==> src/shared/tlo_pkg.sv <==
// ---------------------------------------------------------------------------
// tlo_pkg: constants shared by the transmit line output formatter
// ---------------------------------------------------------------------------
// assumes: single clock domain (clk), APB slave with 32-bit data
package tlo_pkg;

    // register byte offsets
    localparam logic [7:0] TLO_OFS_CTRL = 8'h00;
    localparam logic [7:0] TLO_OFS_STATUS = 8'h04;
    localparam logic [7:0] TLO_OFS_FRAME_LEN = 8'h08;
    localparam logic [7:0] TLO_OFS_DATA = 8'h0C;

    // control field positions
    localparam int TLO_BIT_DRS = 0;
    localparam int TLO_BIT_XC1 = 1;
    localparam int TLO_BIT_XLT = 2;
    localparam int TLO_BIT_XFB = 3;
    localparam int TLO_BIT_XDOS = 4;
    localparam int TLO_BIT_CMI = 5;
    localparam int TLO_BIT_RLOOP = 6;
    localparam int TLO_CTRL_W = 7;

    // control reset: tristate set, everything else clear
    localparam logic [6:0] TLO_CTRL_RST = 7'h04;

    // status field positions
    localparam int TLO_ST_LEVEL = 0;
    localparam int TLO_ST_LEVEL_W = 5;
    localparam int TLO_ST_MODE = 8;
    localparam int TLO_ST_FULL = 10;
    localparam int TLO_ST_EMPTY = 11;

    // bit periods per frame, default 256 (E1)
    localparam logic [15:0] TLO_FRAME_LEN_RST = 16'h0100;

    // baud phases: each bit spans two system clocks (edge a / edge b)
    localparam logic [0:0] TLO_PHASE_FIRST = 1'h0;

    // output modes
    typedef enum logic [1:0] {
        TLO_MODE_OFF = 2'b00,
        TLO_MODE_ANALOG = 2'b01,
        TLO_MODE_DUAL = 2'b10,
        TLO_MODE_OPTICAL = 2'b11
    } tlo_mode_type;

endpackage : tlo_pkg
==> src/core/tlo_fifo.sv <==
// ---------------------------------------------------------------------------
// tlo_fifo: synchronous valid/ready fifo
// ---------------------------------------------------------------------------
// assumes: one clock, async active-high reset, depth a power of two
module tlo_fifo #(
    parameter int WIDTH = 32,
    parameter int DEPTH = 16,
    parameter int AW = $clog2(DEPTH)
) (
    input wire logic clk,
    input wire logic reset,
    input wire logic in_valid,
    output logic in_ready,
    input wire logic [WIDTH-1:0] in_data,
    output logic out_valid,
    input wire logic out_ready,
    output logic [WIDTH-1:0] out_data,
    output logic [AW:0] level
);
    logic [WIDTH-1:0] mem [DEPTH];
    logic [AW:0] wr_q;
    logic [AW:0] rd_q;
    logic push;
    logic pop;

    // pointers carry one extra bit so full and empty are distinct
    assign level = wr_q - rd_q;
    assign in_ready = (level != (AW+1)'(DEPTH));
    assign out_valid = (wr_q != rd_q);
    assign out_data = mem[rd_q[AW-1:0]];
    assign push = in_valid && in_ready;
    assign pop = out_valid && out_ready;

    // storage has no reset; contents are only read while valid
    always_ff @(posedge clk) begin
        if (push) begin
            mem[wr_q[AW-1:0]] <= in_data;
        end
    end

    // pointer update
    always_ff @(posedge clk or posedge reset) begin
        if (reset) begin
            wr_q <= '0;
            rd_q <= '0;
        end else begin
            if (push) begin
                wr_q <= wr_q + (AW+1)'(1);
            end
            if (pop) begin
                rd_q <= rd_q + (AW+1)'(1);
            end
        end
    end

endmodule : tlo_fifo

==> src/core/tlo_formatter.sv <==
// ---------------------------------------------------------------------------
// tlo_formatter: transmit line output stage (analog / dual rail / optical)
// ---------------------------------------------------------------------------
// assumes: clk is the internal bit-rate base; one line bit takes two clk
// cycles, the generated tx_bit_clock is high in the first and low in the
// second, so "rising edge" of the bit clock is the start of phase 0.
// data words arrive over apb, 32 line bits each, lsb first.
//
// Behaviour
// - analog line pins are used only while digital rail select is clear.
// - analog pins stay high impedance until coding set and tristate clear.
// - rail select and coding both set give dual-rail pcm on pos/neg pins.
// - dual-rail pulses are half baud when full baud is 0, full when 1.
// - dual-rail data launches at the bit clock rising edge in both modes.
// - the polarity bit sets dual-rail polarity; reset value is active low.
// - digital pins stay high impedance until rail select set, tristate off.
// - rail select set with coding clear gives single-rail optical output.
// - optical nrz data shifts on rising bit clock edges, full duty cycle.
// - optical cmi data changes on both bit clock edges as cmi requires.
// - the polarity bit sets optical polarity; reset value is active high.
// - a frame marker flags the first bit of every frame, on rising edges.
// - the frame marker is given only in optical mode.
// - during remote loop the frame marker holds no meaningful position.
//
// Design decisions made here: the APB interface to the registers and the register addresses.
module tlo_formatter #(
    parameter int FIFO_DEPTH = 16,
    parameter int WORD_W = 32
) (
    input wire logic clk,
    input wire logic reset,
    input wire logic psel,
    input wire logic penable,
    input wire logic pwrite,
    input wire logic [7:0] paddr,
    input wire logic [31:0] pwdata,
    output logic [31:0] prdata,
    output logic pready,
    output logic pslverr,
    output logic tx_bit_clock,
    output logic tx_analog_line_a,
    output logic tx_analog_line_a_oe,
    output logic tx_analog_line_b,
    output logic tx_analog_line_b_oe,
    output logic tx_dual_rail_pos_out,
    output logic tx_dual_rail_pos_out_oe,
    output logic tx_dual_rail_neg_out,
    output logic tx_dual_rail_neg_out_oe,
    output logic tx_optical_data_out,
    output logic tx_optical_data_out_oe,
    output logic tx_frame_marker,
    output logic tx_frame_marker_oe
);
    localparam int LW = $clog2(FIFO_DEPTH) + 1;
    localparam int BW = $clog2(WORD_W);

    // -----------------------------------------------------------------------
    // register file
    // -----------------------------------------------------------------------
    logic [tlo_pkg::TLO_CTRL_W-1:0] ctrl_q;
    logic [15:0] frame_len_q;
    logic [31:0] prdata_q;
    logic pready_q;
    logic pslverr_q;

    wire setup_phase = psel && !penable;
    wire hit_ctrl = (paddr == tlo_pkg::TLO_OFS_CTRL);
    wire hit_status = (paddr == tlo_pkg::TLO_OFS_STATUS);
    wire hit_len = (paddr == tlo_pkg::TLO_OFS_FRAME_LEN);
    wire hit_data = (paddr == tlo_pkg::TLO_OFS_DATA);
    wire hit_any = hit_ctrl || hit_status || hit_len || hit_data;

    wire digital_rail_select = ctrl_q[tlo_pkg::TLO_BIT_DRS];
    wire tx_coding_sel_hi = ctrl_q[tlo_pkg::TLO_BIT_XC1];
    wire tx_line_tristate = ctrl_q[tlo_pkg::TLO_BIT_XLT];
    wire tx_full_baud_sel = ctrl_q[tlo_pkg::TLO_BIT_XFB];
    wire tx_output_polarity_sel = ctrl_q[tlo_pkg::TLO_BIT_XDOS];
    wire cmi_sel = ctrl_q[tlo_pkg::TLO_BIT_CMI];
    wire remote_loop = ctrl_q[tlo_pkg::TLO_BIT_RLOOP];

    // fifo write side: a data write waits in access phase while full,
    // so back-pressure reaches software through pready
    logic fifo_in_ready;
    logic fifo_out_valid;
    logic fifo_out_ready;
    logic [WORD_W-1:0] fifo_out_data;
    logic [LW-1:0] fifo_level;
    wire access = psel && penable && !pready_q;
    wire data_wr = access && pwrite && hit_data;
    wire fifo_push = data_wr && fifo_in_ready;
    wire done = access && (!data_wr || fifo_in_ready);
    wire wr_ok = done && pwrite;

    // -----------------------------------------------------------------------
    // mode decode
    // -----------------------------------------------------------------------
    tlo_pkg::tlo_mode_type mode;
    assign mode = !digital_rail_select
        ? (tx_coding_sel_hi ? tlo_pkg::TLO_MODE_ANALOG : tlo_pkg::TLO_MODE_OFF)
        : (tx_coding_sel_hi ? tlo_pkg::TLO_MODE_DUAL
                            : tlo_pkg::TLO_MODE_OPTICAL);

    // enables straight from control bits, registered at the pin
    wire en_analog = !digital_rail_select && tx_coding_sel_hi
        && !tx_line_tristate;
    wire en_digital = digital_rail_select && !tx_line_tristate;
    wire is_dual = (mode == tlo_pkg::TLO_MODE_DUAL);
    wire is_opt = (mode == tlo_pkg::TLO_MODE_OPTICAL);

    // status read value
    wire [31:0] status_val = {20'h0_0000, !fifo_out_valid, !fifo_in_ready,
        mode, 3'h0, LW'(fifo_level)};
    wire [31:0] rd_val = hit_ctrl ? 32'(ctrl_q)
        : hit_status ? status_val
        : hit_len ? {16'h0000, frame_len_q}
        : 32'h0000_0000;

    // apb handshake and register writes
    always_ff @(posedge clk or posedge reset) begin
        if (reset) begin
            ctrl_q <= tlo_pkg::TLO_CTRL_RST;
            frame_len_q <= tlo_pkg::TLO_FRAME_LEN_RST;
            prdata_q <= 32'h0000_0000;
            pready_q <= 1'b0;
            pslverr_q <= 1'b0;
        end else begin
            pready_q <= done;
            pslverr_q <= done && !hit_any;
            if (done && !pwrite) begin
                prdata_q <= rd_val;
            end
            if (wr_ok && hit_ctrl) begin
                ctrl_q <= pwdata[tlo_pkg::TLO_CTRL_W-1:0];
            end
            if (wr_ok && hit_len) begin
                frame_len_q <= pwdata[15:0];
            end
        end
    end

    assign prdata = prdata_q;
    assign pready = pready_q;
    assign pslverr = pslverr_q;

    // -----------------------------------------------------------------------
    // transmit data path
    // -----------------------------------------------------------------------
    tlo_fifo #(
        .WIDTH(WORD_W),
        .DEPTH(FIFO_DEPTH)
    ) u_fifo (
        .clk(clk),
        .reset(reset),
        .in_valid(fifo_push),
        .in_ready(fifo_in_ready),
        .in_data(pwdata[WORD_W-1:0]),
        .out_valid(fifo_out_valid),
        .out_ready(fifo_out_ready),
        .out_data(fifo_out_data),
        .level(fifo_level)
    );

    logic phase_q;
    logic [WORD_W-1:0] shift_q;
    logic [BW:0] bits_q;
    logic [15:0] bit_pos_q;
    logic ami_mark_q;
    logic cmi_one_q;
    logic hold_bit_q;
    logic hold_mark_q;
    logic hold_cmi_q;

    // a bit is taken at each rising bit clock edge; an empty fifo sends zeros
    wire bit_edge = (phase_q == tlo_pkg::TLO_PHASE_FIRST);
    wire have_bit = (bits_q != '0);
    wire cur_bit = have_bit && shift_q[0];
    wire reload = bit_edge && (bits_q <= (BW+1)'(1));
    assign fifo_out_ready = reload;
    wire frame_start = (bit_pos_q == 16'h0000);
    wire [15:0] last_pos = frame_len_q - 16'h0001;
    // the second half of a bit repeats the held bit; the shifter has
    // already moved on, so reading it would launch data mid bit
    wire line_bit = bit_edge ? cur_bit : hold_bit_q;
    wire line_mark = bit_edge ? ami_mark_q : hold_mark_q;
    wire line_cmi = bit_edge ? cmi_one_q : hold_cmi_q;

    // bit pacing, word shifter, frame position, mark alternation
    always_ff @(posedge clk or posedge reset) begin
        if (reset) begin
            phase_q <= tlo_pkg::TLO_PHASE_FIRST;
            shift_q <= '0;
            bits_q <= '0;
            bit_pos_q <= 16'h0000;
            ami_mark_q <= 1'b0;
            cmi_one_q <= 1'b0;
            hold_bit_q <= 1'b0;
            hold_mark_q <= 1'b0;
            hold_cmi_q <= 1'b0;
        end else begin
            phase_q <= !phase_q;
            if (bit_edge) begin
                hold_bit_q <= cur_bit;
                hold_mark_q <= ami_mark_q;
                hold_cmi_q <= cmi_one_q;
                if (reload && fifo_out_valid) begin
                    shift_q <= fifo_out_data;
                    bits_q <= (BW+1)'(WORD_W);
                end else if (have_bit) begin
                    shift_q <= shift_q >> 1;
                    bits_q <= bits_q - (BW+1)'(1);
                end
                bit_pos_q <= (bit_pos_q >= last_pos) ? 16'h0000
                    : bit_pos_q + 16'h0001;
                if (cur_bit) begin
                    ami_mark_q <= !ami_mark_q;
                    cmi_one_q <= !cmi_one_q;
                end
            end
        end
    end

    // -----------------------------------------------------------------------
    // line symbol shaping (values for the next clk, before polarity)
    // -----------------------------------------------------------------------
    // mark pulses alternate between the rails; half baud drops the pulse
    // in the second half of the bit, full baud holds it the whole bit
    wire dual_active = line_bit && (bit_edge || tx_full_baud_sel);
    wire pos_raw = dual_active && !line_mark;
    wire neg_raw = dual_active && line_mark;
    // cmi: one alternates full-bit levels, zero is low then high, so the
    // second half may change on the falling edge of the bit clock
    wire cmi_sym = line_bit ? !line_cmi : !bit_edge;
    wire nrz_sym = line_bit;
    wire opt_raw = cmi_sel ? cmi_sym : nrz_sym;
    // the marker is only meaningful outside remote loop, forced low there
    wire fm_raw = is_opt && !remote_loop && frame_start;
    // analog drive modelled as differential marks on the two line pins
    wire line_a_raw = line_bit && !line_mark;
    wire line_b_raw = line_bit && line_mark;

    // digital polarity: reset value 0 gives active-low rails, active-high
    // optical data; one bit inverts both sets together
    wire pol_dual = !tx_output_polarity_sel;
    wire pol_opt = tx_output_polarity_sel;

    // -----------------------------------------------------------------------
    // pin registers: every output straight from a flip-flop
    // -----------------------------------------------------------------------
    logic clk_q;
    logic la_q;
    logic la_oe_q;
    logic lb_q;
    logic lb_oe_q;
    logic dp_q;
    logic dp_oe_q;
    logic dn_q;
    logic dn_oe_q;
    logic od_q;
    logic od_oe_q;
    logic fm_q;
    logic fm_oe_q;

    // drive levels and enables; a pin of an unused mode is tristated
    always_ff @(posedge clk or posedge reset) begin
        if (reset) begin
            clk_q <= 1'b0;
            la_q <= 1'b0;
            la_oe_q <= 1'b0;
            lb_q <= 1'b0;
            lb_oe_q <= 1'b0;
            dp_q <= 1'b0;
            dp_oe_q <= 1'b0;
            dn_q <= 1'b0;
            dn_oe_q <= 1'b0;
            od_q <= 1'b0;
            od_oe_q <= 1'b0;
            fm_q <= 1'b0;
            fm_oe_q <= 1'b0;
        end else begin
            clk_q <= bit_edge;
            la_q <= line_a_raw;
            la_oe_q <= en_analog;
            lb_q <= line_b_raw;
            lb_oe_q <= en_analog;
            dp_q <= pos_raw ^ pol_dual;
            dp_oe_q <= en_digital && is_dual;
            dn_q <= neg_raw ^ pol_dual;
            dn_oe_q <= en_digital && is_dual;
            od_q <= opt_raw ^ pol_opt;
            od_oe_q <= en_digital && is_opt;
            fm_q <= fm_raw && bit_edge ? 1'b1
                : (fm_q && !bit_edge);
            fm_oe_q <= en_digital && is_opt;
        end
    end

    assign tx_bit_clock = clk_q;
    assign tx_analog_line_a = la_q;
    assign tx_analog_line_a_oe = la_oe_q;
    assign tx_analog_line_b = lb_q;
    assign tx_analog_line_b_oe = lb_oe_q;
    assign tx_dual_rail_pos_out = dp_q;
    assign tx_dual_rail_pos_out_oe = dp_oe_q;
    assign tx_dual_rail_neg_out = dn_q;
    assign tx_dual_rail_neg_out_oe = dn_oe_q;
    assign tx_optical_data_out = od_q;
    assign tx_optical_data_out_oe = od_oe_q;
    assign tx_frame_marker = fm_q;
    assign tx_frame_marker_oe = fm_oe_q;

endmodule : tlo_formatter

==> config.mk <==
export PLATFORM = sky130hd
export DESIGN_NAME = tlo_formatter
export DESIGN_NICKNAME = d
export VERILOG_FILES = /design/src/shared/tlo_pkg.sv /design/src/core/tlo_fifo.sv /design/src/core/tlo_formatter.sv
export SDC_FILE = /design/constraint.sdc
export NUM_CORES = 1
export LEC_CHECK = 0
export BUFFER_PORTS_ARGS = -buffer_cell sky130_fd_sc_hd__buf_2
export CORE_AREA = 4 4 246 272
export DETAILED_ROUTE_END_ITERATION = 7
export DIE_AREA = 0 0 250 276
export GPL_ROUTABILITY_DRIVEN = 0
export PLACE_DENSITY_LB_ADDON = 0.1
export REMOVE_ABC_BUFFERS = 1
export SLEW_MARGIN = 15
export SYNTH_ARGS = -nofsm -noshare
export SYNTH_HDL_FRONTEND = slang
export SYNTH_SLANG_ARGS = --single-unit
==> constraint.sdc <==
create_clock -name clk -period 5.5 [get_ports clk]
set_clock_uncertainty 0.15 [all_clocks]
set_input_delay 1.1 -clock clk [delete_from_list [all_inputs] [get_ports clk]]
set_output_delay 1.1 -clock clk [all_outputs]
set_load 0.005 [all_outputs]
[Word level (Yosys, flattened, before mapping)]
Memories as Yosys holds them, arrays and structs flattened.
Index checks and enable logic that the tools add are counted.
Word-level totals
  register bits: 137
  bits in latches: 0
  bits in writable memories: 512
  bits in read-only memories: 0
  bits of input ports: 45
  memories kept: 1
Cells by class
  $add $sub $neg: 6
  multipliers: 0
  div/mod/pow operators: 0
  order comparisons: 2
  eq/ne operators: 7
  shifts and indexed selects: 0
  multiplexer cells: 19
  bitwise gates (word level): 4
  reduce and logical (&&, ||, !) cells: 55
Memory list
  u_fifo.mem: depth 16, bits a word 32, rd ports 1, clocked after Yosys merged registers in 0, write ports 1, RTL line tlo_fifo.sv:20  | logic [WIDTH-1:0] mem [DEPTH];
Operators with widths (count)
  $mux W16: 4
  $mux W32: 2
  $logic_and A1 B1 Y1: 29
  $add A16 B1 Y16 const B: 1
  $eq A8 B4 Y1 const B: 2
  $ge A16 B16 Y1: 1
  $logic_not A16 Y1: 1
  $sub A16 B1 Y16 const B: 1
  $logic_not A1 Y1: 15
  $mux W6: 2
  $add A5 B1 Y5 const B: 2
  $mux W1: 10
  $eq A8 B3 Y1 const B: 1
  $logic_not A8 Y1: 1
  $le A6 B1 Y1 const B: 1
  $reduce_bool A6 Y1: 1
  $sub A6 B1 Y6 const B: 1
  $logic_or A1 B1 Y1: 5
  $ne A5 B5 Y1: 1
  $ne A5 B5 Y1 const B: 1
  $sub A5 B5 Y5: 1
  $eq A2 B2 Y1 const B: 2
  $reduce_and A2 Y1: 2
  $xor A1 B1 Y1: 3
  other kinds (3): 3

[Logic depth before layout (Yosys ltp)]
  depth in word-level cells: 9
  gate-level depth with buffers: 14
  gate-level depth less buffers: 13

[By module]
A second synthesis with hierarchy kept.
Second synthesis, totals
  cells, all modules: 1556
  area total of the unflattened synthesis: 25911.1 um^2
Modules (own cells, without submodules)
  tlo_fifo: times used 1, cells each 972, area each 20230.7 um^2, sequential area each 15625.0 um^2
  tlo_formatter: times used 1, cells each 584, area each 5680.4 um^2, sequential area each 2755.1 um^2

[Worst setup path after synthesis]
No wires, ideal clock.
  path kind: input -> register
  start: input port paddr[5]
  end: memory u_fifo.mem[3][0], enable pin
  data arrival time: 4.522 ns
  required time: 4.889 ns
  setup slack: 0.367 ns
  cell stages on the path: 6
  path through: or4_4 -> nor4_4 -> o311a_1 -> buf_2 -> nand2_1 -> nor3_1
Between the ends
  word-level cells in the longest chain between the ends: 6
RTL lines
  start: declaration: RTL line tlo_formatter.sv:35  | input wire logic [7:0] paddr,
  $eq A8 B4 Y1: RTL line tlo_formatter.sv:70  | wire hit_data = (paddr == tlo_pkg::TLO_OFS_DATA);
  $logic_and A1 B1 Y1: RTL line tlo_formatter.sv:89  | wire data_wr = access && pwrite && hit_data;
  $logic_and A1 B1 Y1: RTL line tlo_formatter.sv:90  | wire fifo_push = data_wr && fifo_in_ready;
  $logic_and A1 B1 Y1: RTL line tlo_fifo.sv:31  | assign push = in_valid && in_ready;
  $mux W1: RTL line tlo_fifo.sv:36  | if (push) begin
  $mux W1 (implied by the code): RTL line tlo_fifo.sv:37  | mem[wr_q[AW-1:0]] <= in_data;
  end: declaration: RTL line tlo_fifo.sv:20
Every way passes these cells.

[Final worst setup path]
  start: register u_fifo.rd_q[0]
  end: memory u_fifo.mem[15][18], enable pin
Between the ends
  word-level cells in the longest chain between the ends: 6
RTL lines
  start: declaration: RTL line tlo_fifo.sv:22  | logic [AW:0] rd_q;
  start signal: assignment: RTL line tlo_fifo.sv:51  | rd_q <= rd_q + (AW+1)'(1);
  $sub A5 B5 Y5 (*): RTL line tlo_fifo.sv:27  | assign level = wr_q - rd_q;
  $ne A5 B5 Y1 (*): RTL line tlo_fifo.sv:28  | assign in_ready = (level != (AW+1)'(DEPTH));
  $logic_and A1 B1 Y1: RTL line tlo_formatter.sv:90
  $logic_and A1 B1 Y1 (*): RTL line tlo_fifo.sv:31
  $mux W1 (*): RTL line tlo_fifo.sv:36
  $mux W1 (implied by the code) (*): RTL line tlo_fifo.sv:37
Mark *: on every way between the ends. The rest lies on a longest branch, timed or not.

==> flow_summary.json <==
{
  "maxCapViolations": 0,
  "p_switching_mw": 2.039,
  "netlist.area_leader.share": 0.6042,
  "setup_viol": 0,
  "ctsResizeCount": 0,
  "die_h_um": 276,
  "swShare": 0.2086,
  "crit_type": "reg2reg",
  "synth_edf_count": 512,
  "synth_ff_type": "edfxtp_1",
  "path_clk_slew_ns": 0.06,
  "hold_end": "ami_mark_q$_DFFE_PP0P_",
  "cpPeakStageDelay_ns": 0.78,
  "numPortBuffers": 75,
  "dp_hpwl_um": 37910,
  "ys_seq_elements": 632,
  "wl_per_cell_um": 25.24,
  "cts-root-buf": "clkbuf_16",
  "r2r_cells": 8,
  "grt_pass1_wl_um": 93050,
  "hold_viol": 0,
  "power.density_nw_per_um2": 338.1,
  "fp.dieW_um": 250,
  "cts_max_level": 3,
  "wirelength_um": 61260,
  "finalCritPeriodShare": 0.7750,
  "grt_antenna_before_repair": 0,
  "cts_tree": "built",
  "grt_pass1_vias": 14090,
  "clk_latency_ns": 0.60,
  "syn_avg_cell_area_sq_um": 17.87,
  "timing.critical_path.fanout_max": 30,
  "dpl_cell_area_sq_um": 26820,
  "path_cells": "ha_1 > fa_1 > nand2b_1 > o2bb2ai_1 > xnor2_1 > o311a_1 > and3_2 > buf_4",
  "worstHoldStart": "ami_mark_q$_DFFE_PP0P_",
  "rsz0062_at_grt": "no",
  "hold_ws_ns": 0.3339,
  "slew_headroom": 0.3312,
  "worst_ep_required_time_ns": 5.64,
  "pin_count": 92,
  "seq_power_share": 0.535,
  "endpoint_kind": "register",
  "drive_above_1_share": 0.2602,
  "timing.rr.start": "u_fifo.rd_q[0]$_DFFE_PP0P_",
  "finalCriticalPeriod_ns": 4.263,
  "p_int_mw": 7.734,
  "slew_viol_final": 0,
  "vias_per_cell": 5.393,
  "cts_setup_buffers": 0,
  "holdPathStages": 1,
  "synth_area_leaders": "edfxtp_1 (60%), dfrtp_1 (12%), mux4_2 (11%), ha_1 (1.6%), o22ai_1 (1.5%)",
  "track_usage": 0.1792,
  "ctsLongestPathBuffers": 3,
  "core-area_sq_um": 64370,
  "yosys_warnings": 0,
  "run_status": "completed",
  "worstSetupStartpointType": "register",
  "p_comb_frac": 0.022,
  "synthesis.area_sq_um": 25450,
  "synth_cells": 1424,
  "drtIter0Drc": 845,
  "numCtsBuffers": 68,
  "clock-sinks": 632,
  "r2r_slack_ns": 1.24,
  "start_util": 0.3953,
  "slowest_stage": "and3_2",
  "ys_seq_area_frac": 0.7223,
  "holdCritPathClass": "reg2reg",
  "grt_overflow_total": 0,
  "p_clk_frac": 0.444,
  "final_area_sq_um": 28910,
  "max_freq_mhz": 234.6,
  "drtPass1Iterations": 4,
  "grt_max_degree": 78,
  "synth_area_leader_cell": "edfxtp_1",
  "leakagePower_nw": 9.975,
  "num_vias": 13090,
  "row_count": 98,
  "critPathArrivalTime_ns": 4.40,
  "drc": 0,
  "ant_nets": 0,
  "fin_nets": 1603,
  "dieArea_sq_um": 69000,
  "reg2reg_to": "u_fifo.mem[15][18]$_DFFE_PP_",
  "holdBufCountCts": 0,
  "async_flop_share": 0.1899,
  "area_growth_pct": 13.62,
  "ir_worst_vdd_v": 0.0002264,
  "worst_pin_slew_ns": 0.9997,
  "synth_cell_types": 57
}
[Yosys cell counts (12+ instances only)]
master,count
clkbuf_1,45
buf_4,21
mux4_2,128
mux2_2,20
edfxtp_1,512
xor2_1,19
nand3_1,12
nor3_1,15
inv_1,19
ha_1,33
a21oi_1,44
buf_2,22
o22ai_1,63
nor2_1,39
xnor2_1,26
and3_1,20
dfrtp_1,118
nand2_1,90
nor3_2,28
o21ai_1,28
o21ai_0,33
[routing by layer]
layer | vias to the layer above | GRT usage | wire length (um)
met3 | 80 | 0.02879 | 2761
met5 | - | 0 | 0
li1 | 5814 | - | -
met1 | 6872 | 0.2389 | 26230
met4 | 0 | 0.05463 | 1399
met2 | 323 | 0.3054 | 30870
[flip-flops by register name, indices dropped and copies added (netlist names), 5 cells and up, named ones only]
name and flops:
bit_pos_q 16, bits_q 6, ctrl_q 7, frame_len_q 16, prdata 16, shift_q 32
u_fifo.mem 512, u_fifo.rd_q 5, u_fifo.wr_q 5
[worst max-delay path by stage]
| stage | slack, ns | end | start |
|---|---|---|---|
| finish | 1.24 | u_fifo.mem[15][18]$_DFFE_PP_ | u_fifo.rd_q[0]$_DFFE_PP0P_ |
| global route | 0.91 | u_fifo.mem[15][16]$_DFFE_PP_ | u_fifo.rd_q[0]$_DFFE_PP0P_ |
| CTS | 1.19 | u_fifo.mem[15][18]$_DFFE_PP_ | u_fifo.rd_q[0]$_DFFE_PP0P_ |
| detailed placement | 1.21 | u_fifo.mem[15][18]$_DFFE_PP_ | u_fifo.rd_q[0]$_DFFE_PP0P_ |
| global placement | 1.26 | u_fifo.mem[15][8]$_DFFE_PP_ | u_fifo.rd_q[0]$_DFFE_PP0P_ |
| floorplan | -4.02 | u_fifo.mem[3][0]$_DFFE_PP_ | u_fifo.rd_q[0]$_DFFE_PP0P_ |
[power groups by stage]
stage | combinational, mW | sequential (mW) | clock [mW]
floorplan | 0.0956 | 5.31 | 0
global placement | 0.216 | 5.32 | 0
detailed placement | 0.222 | 5.32 | 0
CTS | 0.222 | 5.22 | 4.46
global route | 0.244 | 5.23 | 4.66
finish | 0.214 | 5.22 | 4.33
[kinds of logic after synthesis]
group,Yosys count,share of synthesized area
mux,154,0.1245
compound gates,196,0.04519
xor+xnor,45,0.01549
simple gates,251,0.05360
other cells,1,0.0001474
buf+inv,111,0.02173
flops,632,0.7223
fa+ha+maj,34,0.01701
[worst max-delay path: cells and delay by family (launching register included)]
family                     cells  cell delay [ns]
and+or+nand+nor                2             0.94
DFF                            1             0.73
buffers and inverters          1             0.31
xor gates and xnor gates       1             0.25
adders and majority gates      2             0.81
AOI/OAI and AO/OA              2             0.74
[area by class of cell]
cell class                      count  area [sq um]
Timing Repair Buffer              107         678.2
Inverter                           19         76.32
Antenna cell                        1         2.502
Multi-Input combinational cell    696          6608
Tap cell                          850          1064
Clock inverter                     32         234.0
Clock buffer                       90          1857
Fill cell                        5595         35460
Sequential cell                   632         18390
[cells in the final DEF, fill, tap and decap left out, types with 10 or more instances in the layout]
master and count:
edfxtp_1 512, mux4_2 128, dfrtp_1 115, nand2_1 86, buf_2 75, clkbuf_16 70, o22ai_1 63, a21oi_1 44
nor2_1 39, o21ai_0 33, ha_1 33, nor3_2 29, o21ai_1 28, buf_4 27, xnor2_1 26, mux2_2 20
xor2_1 19, inv_1 18, clkbuf_1 17, conb_1 16, and3_2 15, nor3_1 14, nand3_1 12, nor4_1 11
clkinv_2 11, clkinv_1 10
[per-stage QoR]
stage | instances | setup TNS [ns] | setup slack, ns | total power, mW | utilization
2_1_floorplan | 1347 | -1439.91 | -4.018 | 5.408 | -
3_3_place_gp | 2304 | 0 | 1.259 | 5.539 | 0.4166
3_5_place_dp | 2304 | 0 | 1.214 | 5.545 | 0.4166
4_1_cts | 2426 | 0 | 1.192 | 9.910 | 0.4491
5_1_grt | 2426 | 0 | 0.9140 | 10.13 | 0.4491
6_report | 2427 | 0 | 1.237 | 9.773 | 0.4491
Power figures use the tool's default switching activity.
